$ cat src/hw/qdh_pkg.sv
package qdh_pkg;

    // widths
    localparam int QDH_BUS_W     = 16;
    localparam int QDH_CHAN_W    = 12;
    localparam int QDH_NUM_CHAN  = 4;
    localparam int QDH_SEL_W     = 2;
    localparam int QDH_SW_W      = 9;
    localparam int QDH_DIGOUT_W  = 4;
    localparam int QDH_LO_BYTE_W = 8;
    localparam int QDH_PAD_W     = QDH_BUS_W - QDH_CHAN_W;

    // address field positions
    localparam int QDH_MATCH_LSB = 3;
    localparam int QDH_MATCH_MSB = QDH_MATCH_LSB + QDH_SW_W - 1;
    localparam int QDH_SEL_LSB   = 1;
    localparam int QDH_SEL_MSB   = QDH_SEL_LSB + QDH_SEL_W - 1;
    localparam int QDH_BYTE_BIT  = 0;

    // values
    localparam logic [QDH_CHAN_W-1:0] QDH_CHAN_RST    = 12'h000;
    localparam logic [QDH_PAD_W-1:0]  QDH_RD_PAD      = 4'h0;
    localparam logic [QDH_SEL_W-1:0]  QDH_DIGOUT_CHAN = 2'h3;

    typedef logic [QDH_CHAN_W-1:0]                    qdh_chan_t;
    typedef logic [QDH_NUM_CHAN-1:0][QDH_CHAN_W-1:0]  qdh_chans_t;

    typedef enum logic [1:0] {
        QDH_ST_IDLE   = 2'b00,
        QDH_ST_IGNORE = 2'b01,
        QDH_ST_SEL    = 2'b10,
        QDH_ST_REPLY  = 2'b11
    } qdh_fsm_t;

    // bus and strap pins after synchronisation
    typedef struct packed {
        logic [QDH_BUS_W-1:0] addr_data;
        logic                 io_page;
        logic                 sync;
        logic                 din;
        logic                 dout;
        logic                 byte_sel;
        logic [QDH_SW_W-1:0]  switches;
    } qdh_pins_t;

    typedef struct packed {
        qdh_pins_t meta;
        qdh_pins_t stable;
    } qdh_sync_st_t;

    // write strobe bundle for one holding register
    typedef struct packed {
        logic                 wr_lo;
        logic                 wr_hi;
        logic [QDH_BUS_W-1:0] wdata;
    } qdh_wr_t;

    typedef struct packed {
        qdh_chan_t value;
    } qdh_hold_st_t;

    typedef struct packed {
        qdh_fsm_t             fsm;
        logic                 sync_prev;
        logic [QDH_SEL_W-1:0] sel;
        logic                 hi_byte;
        logic                 reply;
        logic                 oe_n;
        logic [QDH_BUS_W-1:0] rdata;
    } qdh_bus_st_t;

    localparam qdh_bus_st_t QDH_BUS_RST = '{
        fsm:       QDH_ST_IDLE,
        sync_prev: 1'b0,
        sel:       '0,
        hi_byte:   1'b0,
        reply:     1'b0,
        oe_n:      1'b1,
        rdata:     '0
    };

endpackage

$ cat src/hw/qdh_sync.sv
`timescale 1ns/1ps
`default_nettype none
module qdh_sync (
    // clock and reset
    input  wire logic              clk_sys,
    input  wire logic              srst,
    // pins in, stable copy out
    input  wire qdh_pkg::qdh_pins_t pins_async,
    output var  qdh_pkg::qdh_pins_t pins_sync
);
    import qdh_pkg::*;

    qdh_sync_st_t s_q;
    qdh_sync_st_t s_d;

    always_comb begin
        s_d        = s_q;
        s_d.meta   = pins_async;
        s_d.stable = s_q.meta;
    end

    always_ff @(posedge clk_sys) begin
        if (srst) begin
            s_q <= '0;
        end else begin
            s_q <= s_d;
        end
    end

    assign pins_sync = s_q.stable;

endmodule
`default_nettype wire

$ cat src/hw/qdh_holding_reg.sv
`timescale 1ns/1ps
`default_nettype none
module qdh_holding_reg (
    // clock and reset
    input  wire logic             clk_sys,
    input  wire logic             srst,
    // write strobes
    input  wire qdh_pkg::qdh_wr_t wr,
    // stored value
    output var  qdh_pkg::qdh_chan_t value
);
    import qdh_pkg::*;

    qdh_hold_st_t s_q;
    qdh_hold_st_t s_d;

    always_comb begin
        s_d = s_q;
        if (wr.wr_lo) begin
            s_d.value[QDH_LO_BYTE_W-1:0] = wr.wdata[QDH_LO_BYTE_W-1:0];
        end
        if (wr.wr_hi) begin
            s_d.value[QDH_CHAN_W-1:QDH_LO_BYTE_W] = wr.wdata[QDH_CHAN_W-1:QDH_LO_BYTE_W];
        end
    end

    always_ff @(posedge clk_sys) begin
        if (srst) begin
            s_q <= '{value: QDH_CHAN_RST};
        end else begin
            s_q <= s_d;
        end
    end

    // single buffered: the stored value is the converter input
    assign value = s_q.value;
endmodule
`default_nettype wire

$ cat src/hw/qdh_top.sv
// Overview of operation
// - four holding registers, word or byte access
// - each register stores a 12-bit code
// - writes reach converter directly, single buffered
// - no control or status register
// - converter inputs follow latest written value
// - writes update register, reads drive data
// - respond only on switch address match
// - channel 3 bits 0-3 drive output port
// - channel 3 serves 12-bit or 8+4 use
// - reset clears registers, values then held
// - match bits 3-11 with page select, decode bits 1-2
// - offset binary codes pass unchanged
`timescale 1ns/1ps
`default_nettype none
module qdh_top (
    // clock and reset
    input  wire logic                     clk_sys,
    input  wire logic                     srst,
    // multiplexed address and data lines
    input  wire logic [15:0]              bus_data_address_lines_i,
    output var  logic [15:0]              bus_data_address_lines_o,
    output var  logic                     bus_data_address_lines_oe_n,
    // bus control
    input  wire logic                     io_page_select,
    input  wire logic                     bus_sync,
    input  wire logic                     bus_din,
    input  wire logic                     bus_dout,
    input  wire logic                     bus_byte,
    output var  logic                     bus_reply,
    // address strap
    input  wire logic [8:0]               address_switch_pack,
    // converter and discrete outputs
    output var  qdh_pkg::qdh_chans_t      channel_value,
    output var  logic [3:0]               discrete_out
);
    import qdh_pkg::*;

    qdh_pins_t   pins_a;
    qdh_pins_t   p;
    qdh_bus_st_t s_q;
    qdh_bus_st_t s_d;
    qdh_wr_t     wr;
    qdh_wr_t     wr_ch [QDH_NUM_CHAN];
    qdh_chans_t  chans;
    logic        sync_rise;
    logic        addr_match;
    logic        rd_take;
    logic        wr_take;

    // gather pins
    always_comb begin
        pins_a          = '0;
        pins_a.addr_data = bus_data_address_lines_i;
        pins_a.io_page  = io_page_select;
        pins_a.sync     = bus_sync;
        pins_a.din      = bus_din;
        pins_a.dout     = bus_dout;
        pins_a.byte_sel = bus_byte;
        pins_a.switches = address_switch_pack;
    end

    qdh_sync u_sync (
        .clk_sys    (clk_sys),
        .srst       (srst),
        .pins_async (pins_a),
        .pins_sync  (p)
    );

    // address phase decode
    assign sync_rise  = p.sync && !s_q.sync_prev;
    assign addr_match = p.io_page
                        && (p.addr_data[QDH_MATCH_MSB:QDH_MATCH_LSB] == p.switches);
    assign rd_take    = (s_q.fsm == QDH_ST_SEL) && p.din;
    assign wr_take    = (s_q.fsm == QDH_ST_SEL) && p.dout && !p.din;

    always_comb begin
        s_d           = s_q;
        wr            = '0;
        s_d.sync_prev = p.sync;
        case (s_q.fsm)
            QDH_ST_IDLE: begin
                if (sync_rise) begin
                    s_d.sel     = p.addr_data[QDH_SEL_MSB:QDH_SEL_LSB];
                    s_d.hi_byte = p.addr_data[QDH_BYTE_BIT];
                    if (addr_match) begin
                        s_d.fsm = QDH_ST_SEL;
                    end else begin
                        s_d.fsm = QDH_ST_IGNORE;
                    end
                end
            end
            QDH_ST_IGNORE: begin
                s_d.fsm = QDH_ST_IGNORE;
            end
            QDH_ST_SEL: begin
                if (rd_take) begin
                    // only the four holding registers exist
                    s_d.rdata = {QDH_RD_PAD, chans[s_q.sel]};
                    s_d.oe_n  = 1'b0;
                    s_d.reply = 1'b1;
                    s_d.fsm   = QDH_ST_REPLY;
                end else if (wr_take) begin
                    wr.wr_lo  = !p.byte_sel || !s_q.hi_byte;
                    wr.wr_hi  = !p.byte_sel || s_q.hi_byte;
                    wr.wdata  = p.addr_data;
                    s_d.reply = 1'b1;
                    s_d.fsm   = QDH_ST_REPLY;
                end
            end
            QDH_ST_REPLY: begin
                if (!p.din && !p.dout) begin
                    s_d.reply = 1'b0;
                    s_d.oe_n  = 1'b1;
                    s_d.fsm   = QDH_ST_SEL;
                end
            end
            default: begin
                s_d.fsm = QDH_ST_IDLE;
            end
        endcase
        // end of the bus cycle releases everything
        if (!p.sync) begin
            s_d.fsm   = QDH_ST_IDLE;
            s_d.reply = 1'b0;
            s_d.oe_n  = 1'b1;
        end
    end

    always_ff @(posedge clk_sys) begin
        if (srst) begin
            s_q <= QDH_BUS_RST;
        end else begin
            s_q <= s_d;
        end
    end

    // route the strobes to the addressed register
    always_comb begin
        for (int i = 0; i < QDH_NUM_CHAN; i++) begin
            wr_ch[i] = wr;
            if (s_q.sel != QDH_SEL_W'(i)) begin
                wr_ch[i].wr_lo = 1'b0;
                wr_ch[i].wr_hi = 1'b0;
            end
        end
    end

    for (genvar g = 0; g < QDH_NUM_CHAN; g++) begin : g_chan
        qdh_holding_reg u_hold (
            .clk_sys (clk_sys),
            .srst    (srst),
            .wr      (wr_ch[g]),
            .value   (chans[g])
        );
    end

    assign channel_value               = chans;
    assign discrete_out                = chans[QDH_DIGOUT_CHAN][QDH_DIGOUT_W-1:0];
    assign bus_data_address_lines_o    = s_q.rdata;
    assign bus_data_address_lines_oe_n = s_q.oe_n;
    assign bus_reply                   = s_q.reply;
endmodule
`default_nettype wire

$ cat config.mk
export PLATFORM = sky130hd
export DESIGN_NAME = qdh_top
export DESIGN_NICKNAME = d
export VERILOG_FILES = /design/src/hw/qdh_pkg.sv /design/src/hw/qdh_sync.sv /design/src/hw/qdh_holding_reg.sv /design/src/hw/qdh_top.sv
export SDC_FILE = /design/constraint.sdc
export NUM_CORES = 1
export LEC_CHECK = 0
export ABC_AREA = 1
export BUFFER_PORTS_ARGS = -buffer_cell sky130_fd_sc_hd__buf_4
export CAP_MARGIN = 40
export CORE_UTILIZATION = 55
export DETAILED_ROUTE_END_ITERATION = 16
export GPL_ROUTABILITY_DRIVEN = 0
export PLACE_DENSITY_LB_ADDON = 0.1
export SLEW_MARGIN = 20
export SYNTH_ARGS = -nofsm -noshare
export SYNTH_HDL_FRONTEND = slang
export SYNTH_HIERARCHICAL = 1
export SYNTH_SLANG_ARGS = --single-unit
$ cat constraint.sdc
create_clock -name clk_sys -period 2.15 [get_ports clk_sys]
set_input_delay 0.3225 -clock clk_sys [delete_from_list [all_inputs] [get_ports clk_sys]]
set_output_delay 0.3225 -clock clk_sys [all_outputs]
set_load 0.1 [all_outputs]
==> results of run 1 <==
## area by class of cell
type / count / area, sq um
clock inverter: 13 / 145.1
clock buffer: 19 / 441.7
timing repair buffer: 105 / 788.3
tap: 108 / 135.1
fill: 726 / 2630
sequential: 120 / 2402
inverter: 142 / 533.0
multi-input combinational: 416 / 1815
## path summary, 6_finish.rpt
| check | start | to |
|---|---|---|
| max | s_q[22]$_SDFFE_PP0P_ | g_chan[1].u_hold/value[8]$_SDFFE_PP0P_ |
| min | address_switch_pack[1] | u_sync/s_d[1]$_SDFF_PP0_ |
| max reg2reg | s_q[22]$_SDFFE_PP0P_ | g_chan[1].u_hold/value[8]$_SDFFE_PP0P_ |
| min reg2reg | u_sync/s_d[22]$_SDFF_PP0_ | u_sync/pins_sync[22]$_SDFF_PP0_ |
## cell usage in the layout (no fill, tap or decap)
cell type   instances
nand4_1             3
inv_1             136
a21oi_2             1
a41oi_1             7
inv_6               2
nor2_4              1
o21bai_1            1
nand2_2             2
clkbuf_8            3
nand3_4             1
buf_4             105
nor2_2             10
dfxtp_1           120
a21oi_1             7
o21ai_1             5
ha_1                5
conb_1              4
a41oi_2             2
clkinv_4            4
o21a_1              1
nand3_1             5
nor2_1            173
clkinv_2            2
xor2_1              1
clkinvlp_4          3
nand2_1           165
clkbuf_16          16
o211ai_1            1
o21ai_0            12
inv_2               6
a22oi_1             9
bufinv_16           2
## per-layer routing
metal	vias up	track usage	routed length, um
met1	1829	0.2804	4681
li1	2246	-	-
met5	-	0	0
met2	129	0.3755	5018
met3	13	0.05461	642
met4	0	0.08611	133
## flip-flops by register name, indices dropped and copies added, names as in the netlist
register                     cells
u_sync/pins_sync                26
bus_reply                        1
s_q                              6
u_sync/s_d                      26
bus_data_address_lines_o        12
bus_data_address_lines_oe_n      1
g_chan.u_hold/value             48
## worst max-delay path, cell delays in order, from the launching register on
cell	delay, ps
dfxtp_1	320
inv_1	130
ha_1	310
nand3_4	90
inv_1	80
nand2_1	100
nor2_1	400
nand2_1	100
nand2_1	70
nor2_1	40
## where the power goes
| part | internal (mW) | switching, mW |
|---|---|---|
| Clock | 1.72 | 1.03 |
| Combinational | 0.0833 | 0.154 |
| Sequential | 2.27 | 0.0206 |
| Total | 4.08 | 1.20 |
## metrics by stage
stage	instances	power (mW)	hold WS (ps)	cell area, sq um
finish	923	5.276	11.24	6261
detailed placement	891	2.580	393.3	5674
global route	923	5.460	1.665	6261
CTS	923	5.310	0.9061	6261
global placement	891	2.576	392.6	5674
floorplan	729	2.525	384.9	5171
==> reports/results.env, run 1 <==
DRT_WL_TOTAL_MM=10.47
AVGSYNTHCELLAREA_SQ_UM=7.107
REG2REG_SETUP_SLACK_PS=390
SYNTH_AREA_SQ_MM=0.005160
DETAILROUTE.VIA_COUNT=4217
CTS.SINKS=120
CORE_AREA_SQ_MM=0.008891
DRCVIOLATIONCOUNT=0
OUTCOME='finished, final reports clean'
CTS-HTREE-LEVELS=4
DIE_WIDTH_UM=98.86
DETAIL_ROUTE.VIAS_PER_CELL=4.569
REPORT.FINAL.SETUP_VIOL=0
REMAINING_ANTENNA_VIOLATION_COUNT_AFTER_ROUTING=0
SYN_INST=726
POSTCTSSETUPBUFFERS=0
PEAK_SUPPLY_DROP_mV=0.4656
PATH_CLK_SLEW_PS=60
CTS_MADE_BUFFERS=17
REPORT.FINAL.SLEW_VIOL_COUNT=0
DRIVE_GT1_FRAC=0.1963
GRT_REMAINING_OVERFLOW=0
FMAXACHIEVABLE_MHz=568.3
CTS_ROOT_BUF='clkbuf_8'
SYN_TO_FINAL_GROWTH_PCT=21.34
DR.PASS1.ITERS=5
FINCLKSKEW_PS=7.033
FINAL_NET_COUNT=839
HOLD_PATH_CLASS='in -> reg'
CRIT_PATH_MAX_FANOUT=8
N_ANTENNA_CELL=0
CRITICAL_PATH_ARRIVAL_PS=2160
IO_PINS=102
ANTENNA_FOUND_INITIAL=0
START_UTIL=0.5804
LAYOUT_WORST_PATH_CYCLE_SHARE=0.8184
NUM_ROWS=34
TIMING.HOLD.WORST_PATH_DEPTH=3
WL_PER_CELL_UM=11.35
POWER_DENSITY_mW_PER_MM2=842.6
CP_DATA_REQUIRED_TIME_PS=2550
SYNTH.YOSYS.WARNINGS=6
CP-END-KIND='flip-flop'
DIE_AR_SQ_MM=0.009773
RSZ0062_AT_GRT='no'
DIE_Y_UM=98.86
BUFFER_PORTS.INSERTED=93
CTS-HOLD-FIX-BUFFERS=0
WORST-SETUP-PATH-TYPE='reg -> reg'
CTS-RESIZED-GATES=0
DRTITER0DRC=182
DP.FINAL_HPWL_MM=7.263
WORST_SLACK_PS=390.5
TIMING.FINAL.CRIT_PERIOD_PS=1759
R2R.WORST_PATH.CELLS=9
GROUTE.USAGE.OVERALL=0.2246
PLACE_WS_PS=428.5
CTS.PATH.MAX_BUFFERS=2
POWER.LEAKAGE_nW=2.847
FINALCOREUTILIZATION=0.7042
FINALHOLDVIOLCOUNT=0
CLOCK_TREE_FROM_TRITONCTS='built'
GRT_PASS1_WL_MM=17.19
GRT_START_MAX_NET_PINS=34
SETUP_TOTAL_NEGATIVE_SLACK_PS=0
CLK_LATENCY_PS=510
CRIT_PATH_START_KIND='flip-flop'
MAXCAPVIOLATIONS=0
GRT_PASS1_VIAS=3795
Note: power is estimated with default switching activity, not from simulation.
==> run 2: changes to the inputs <==
--- a/config.mk
+++ b/config.mk
@@ -8,7 +8,7 @@
 export ABC_AREA = 1
 export BUFFER_PORTS_ARGS = -buffer_cell sky130_fd_sc_hd__buf_4
 export CAP_MARGIN = 40
-export CORE_UTILIZATION = 55
+export CORE_UTILIZATION = 50
 export DETAILED_ROUTE_END_ITERATION = 16
 export GPL_ROUTABILITY_DRIVEN = 0
 export PLACE_DENSITY_LB_ADDON = 0.1
==> constraint.sdc (replaced) <==
create_clock -name clk_sys -period 1.4 [get_ports clk_sys]
set_input_delay 0.21 -clock clk_sys [delete_from_list [all_inputs] [get_ports clk_sys]]
set_output_delay 0.21 -clock clk_sys [all_outputs]
set_load 0.1 [all_outputs]
==> reports/results.env, run 2 (synthesized netlist as in run 1, its figures left out) <==
PLACED_CELL_AREA_SQ_MM=0.005917
REPORT.FINAL.SETUP_VIOL=26
GRT_REMAINING_OVERFLOW=0
CRITICAL_PATH_ARRIVAL_PS=1850
NUM_ROWS=36
CLOCK_TREE_FROM_TRITONCTS='built'
CP_DATA_REQUIRED_TIME_PS=1790
VIOLATIONS='setup timing'
MIN_DELAY_WORST_ENDPOINT='g_chan[0].u_hold/value[1]$_SDFFE_PP0P_'
GRT_PASS1_WL_MM=19.70
PLACE_WS_PS=-49.12
CORE_AREA_SQ_MM=0.009910
MIN-DELAY-START='srst'
CLK_LATENCY_PS=500
CTS.SINKS=120
FIN_WORST_HOLD_SLACK_PS=217.7
WORST_R2R_STARTPOINT='s_q[22]$_SDFFE_PP0P_'
LAYOUT_WORST_PATH_CYCLE_SHARE=1.043
POWER_DENSITY_mW_PER_MM2=1111
FINALHOLDVIOLCOUNT=0
REPORT.FINAL.SLEW_VIOL_COUNT=0
REG2REG_SETUP_SLACK_PS=-60
GROUTE.USAGE.OVERALL=0.2294
HOLD_PATH_CLASS='in -> reg'
RSZ0062_AT_GRT='yes'
FINAL_CELL_MIX='nor2_1, nand2_1, inv_1'
CRIT_PATH_MAX_FANOUT=8
POWER_mW=8.017
BUFFER_PORTS.INSERTED=93
TIMING.HOLD.WORST_PATH_DEPTH=4
CTS-HTREE-LEVELS=4
WORST_SLACK_PS=-60.66
WORST_SETUP_PATH_STARTPOINT='s_q[22]$_SDFFE_PP0P_'
CP-END-KIND='flip-flop'
DIE_AR_SQ_MM=0.01073
FINAL_CELL_AREA_SQ_MM=0.007217
MAXCAPVIOLATIONS=0
DETAIL_ROUTE.VIAS_PER_CELL=4.518
FINCLKSKEW_PS=9.422
DR.PASS1.ITERS=4
CTS_ROOT_BUF='clkbuf_8'
R2R.WORST_PATH.CELLS=10
DRT_WL_TOTAL_MM=11.88
GRT_PASS1_VIAS=4212
IO_PINS=102
LARGEST_REGISTER_FF_COUNT=48
PEAK_SUPPLY_DROP_mV=0.7799
CTS.PATH.MAX_BUFFERS=2
ANTENNA_FOUND_INITIAL=0
TIMING.FINAL.CRIT_PERIOD_PS=1461
GRT_START_MAX_NET_PINS=53
CRIT_PATH_START_KIND='flip-flop'
WORST-SETUP-PATH-TYPE='reg -> reg'
DIE_Y_UM=103.6
DP.FINAL_HPWL_MM=7.659
OUTCOME='finished with violations'
DIE_WIDTH_UM=103.6
DRCVIOLATIONCOUNT=0
SYN_TO_FINAL_GROWTH_PCT=39.86
CTS_MADE_BUFFERS=17
DRTITER0DRC=165
FINAL_NET_COUNT=891
FINALCOREUTILIZATION=0.7283
LAYOUT_COMMONEST_CELL='nor2_1'
N_ANTENNA_CELL=0
REMAINING_ANTENNA_VIOLATION_COUNT_AFTER_ROUTING=0
DRIVE_GT1_FRAC=0.2768
START_UTIL=0.5207
WL_PER_CELL_UM=11.88
DETAILROUTE.VIA_COUNT=4518
POWER.LEAKAGE_nW=3.139
R2R-END='g_chan[2].u_hold/value[1]$_SDFFE_PP0P_'
FMAXACHIEVABLE_MHz=684.6
PATH_CLK_SLEW_PS=60
==> run 2: cell count changes in the layout (fill, tap and decap cells not counted), moves of 9 or more <==
| cell | previous run | this run |
|---|---|---|
| dfxtp_1 | 120 | 110 |
| nand2_2 | 2 | 19 |
| buf_4 | 105 | 75 |
| dlygate4sd3_1 | 0 | 27 |
| nor2_4 | 1 | 11 |
| buf_6 | 0 | 48 |
| dfxtp_2 | 0 | 9 |
| nand2_1 | 165 | 146 |
| nor2_1 | 173 | 156 |
==> run 2: report_power, final <==
group | internal (mW) | switching, mW
clock | 2.46 | 1.58
sequential | 3.49 | 0.0349
combinational | 0.189 | 0.264
total | 6.14 | 1.88
==> run 2: per-stage QoR <==
stage,setup TNS (ps),std cells
4_1_cts,-9.505,998
6_report,-624.9,1000
2_1_floorplan,-17.90,729
5_1_grt,-3633,1000
3_5_place_dp,-770.5,935
3_3_place_gp,-291.8,935
==> run 2: final cells by class <==
cell class              instances  area, sq um
clock buffers                  19        441.7
clock inverters                13        120.1
fillers                       752         2693
inverters                     142        540.5
multi-input cells             416         2027
flip-flops and latches        120         2417
well taps                     133        166.4
repair buffers                157         1504
==> run 2: repair_timing <==
action                                 4_1_cts  5_1_grt
buffers inserted                             1        2
endpoints found under the hold margin       30        0
gates cloned                                 3        0
pin swaps                                    5       11
resized for setup                           49       75
setup endpoints to repair                   56       79
hold buffers                                27        0
==> run 2: per-layer routing <==
| metal | wire length [um] | global-route usage | vias up |
|---|---|---|---|
| met5 | 0 | 0 | - |
| met4 | 192 | 0.07867 | 0 |
| met3 | 538 | 0.04909 | 14 |
| met2 | 6067 | 0.4132 | 135 |
| met1 | 5082 | 0.2681 | 2012 |
| li1 | - | - | 2357 |
==> run 2: how the worst max path moves through the flow <==
| stage | to | slack [ps] | cells past startpoint |
|---|---|---|---|
| 2_1_floorplan | g_chan[1].u_hold/value[6]$_SDFFE_PP0P_ | -3 | 11 |
| 3_3_place_gp | g_chan[1].u_hold/value[5]$_SDFFE_PP0P_ | -20 | 10 |
| 3_5_place_dp | g_chan[2].u_hold/value[5]$_SDFFE_PP0P_ | -50 | 10 |
| 4_1_cts | g_chan[3].u_hold/value[6]$_SDFFE_PP0P_ | -8 | 10 |
| 5_1_grt | g_chan[2].u_hold/value[10]$_SDFFE_PP0P_ | -120 | 10 |
| 6_report | g_chan[2].u_hold/value[1]$_SDFFE_PP0P_ | -60 | 10 |
==> run 2: worst max-delay path, stage by stage (launching register included) <==
cell and delay [ps]:
dfxtp_2 340, inv_4 80, ha_4 140, inv_2 50
a21oi_4 170, nand2_8 100, nor2_4 150, buf_6 160
nand2_2 70, nand2_2 60, nor2_1 40
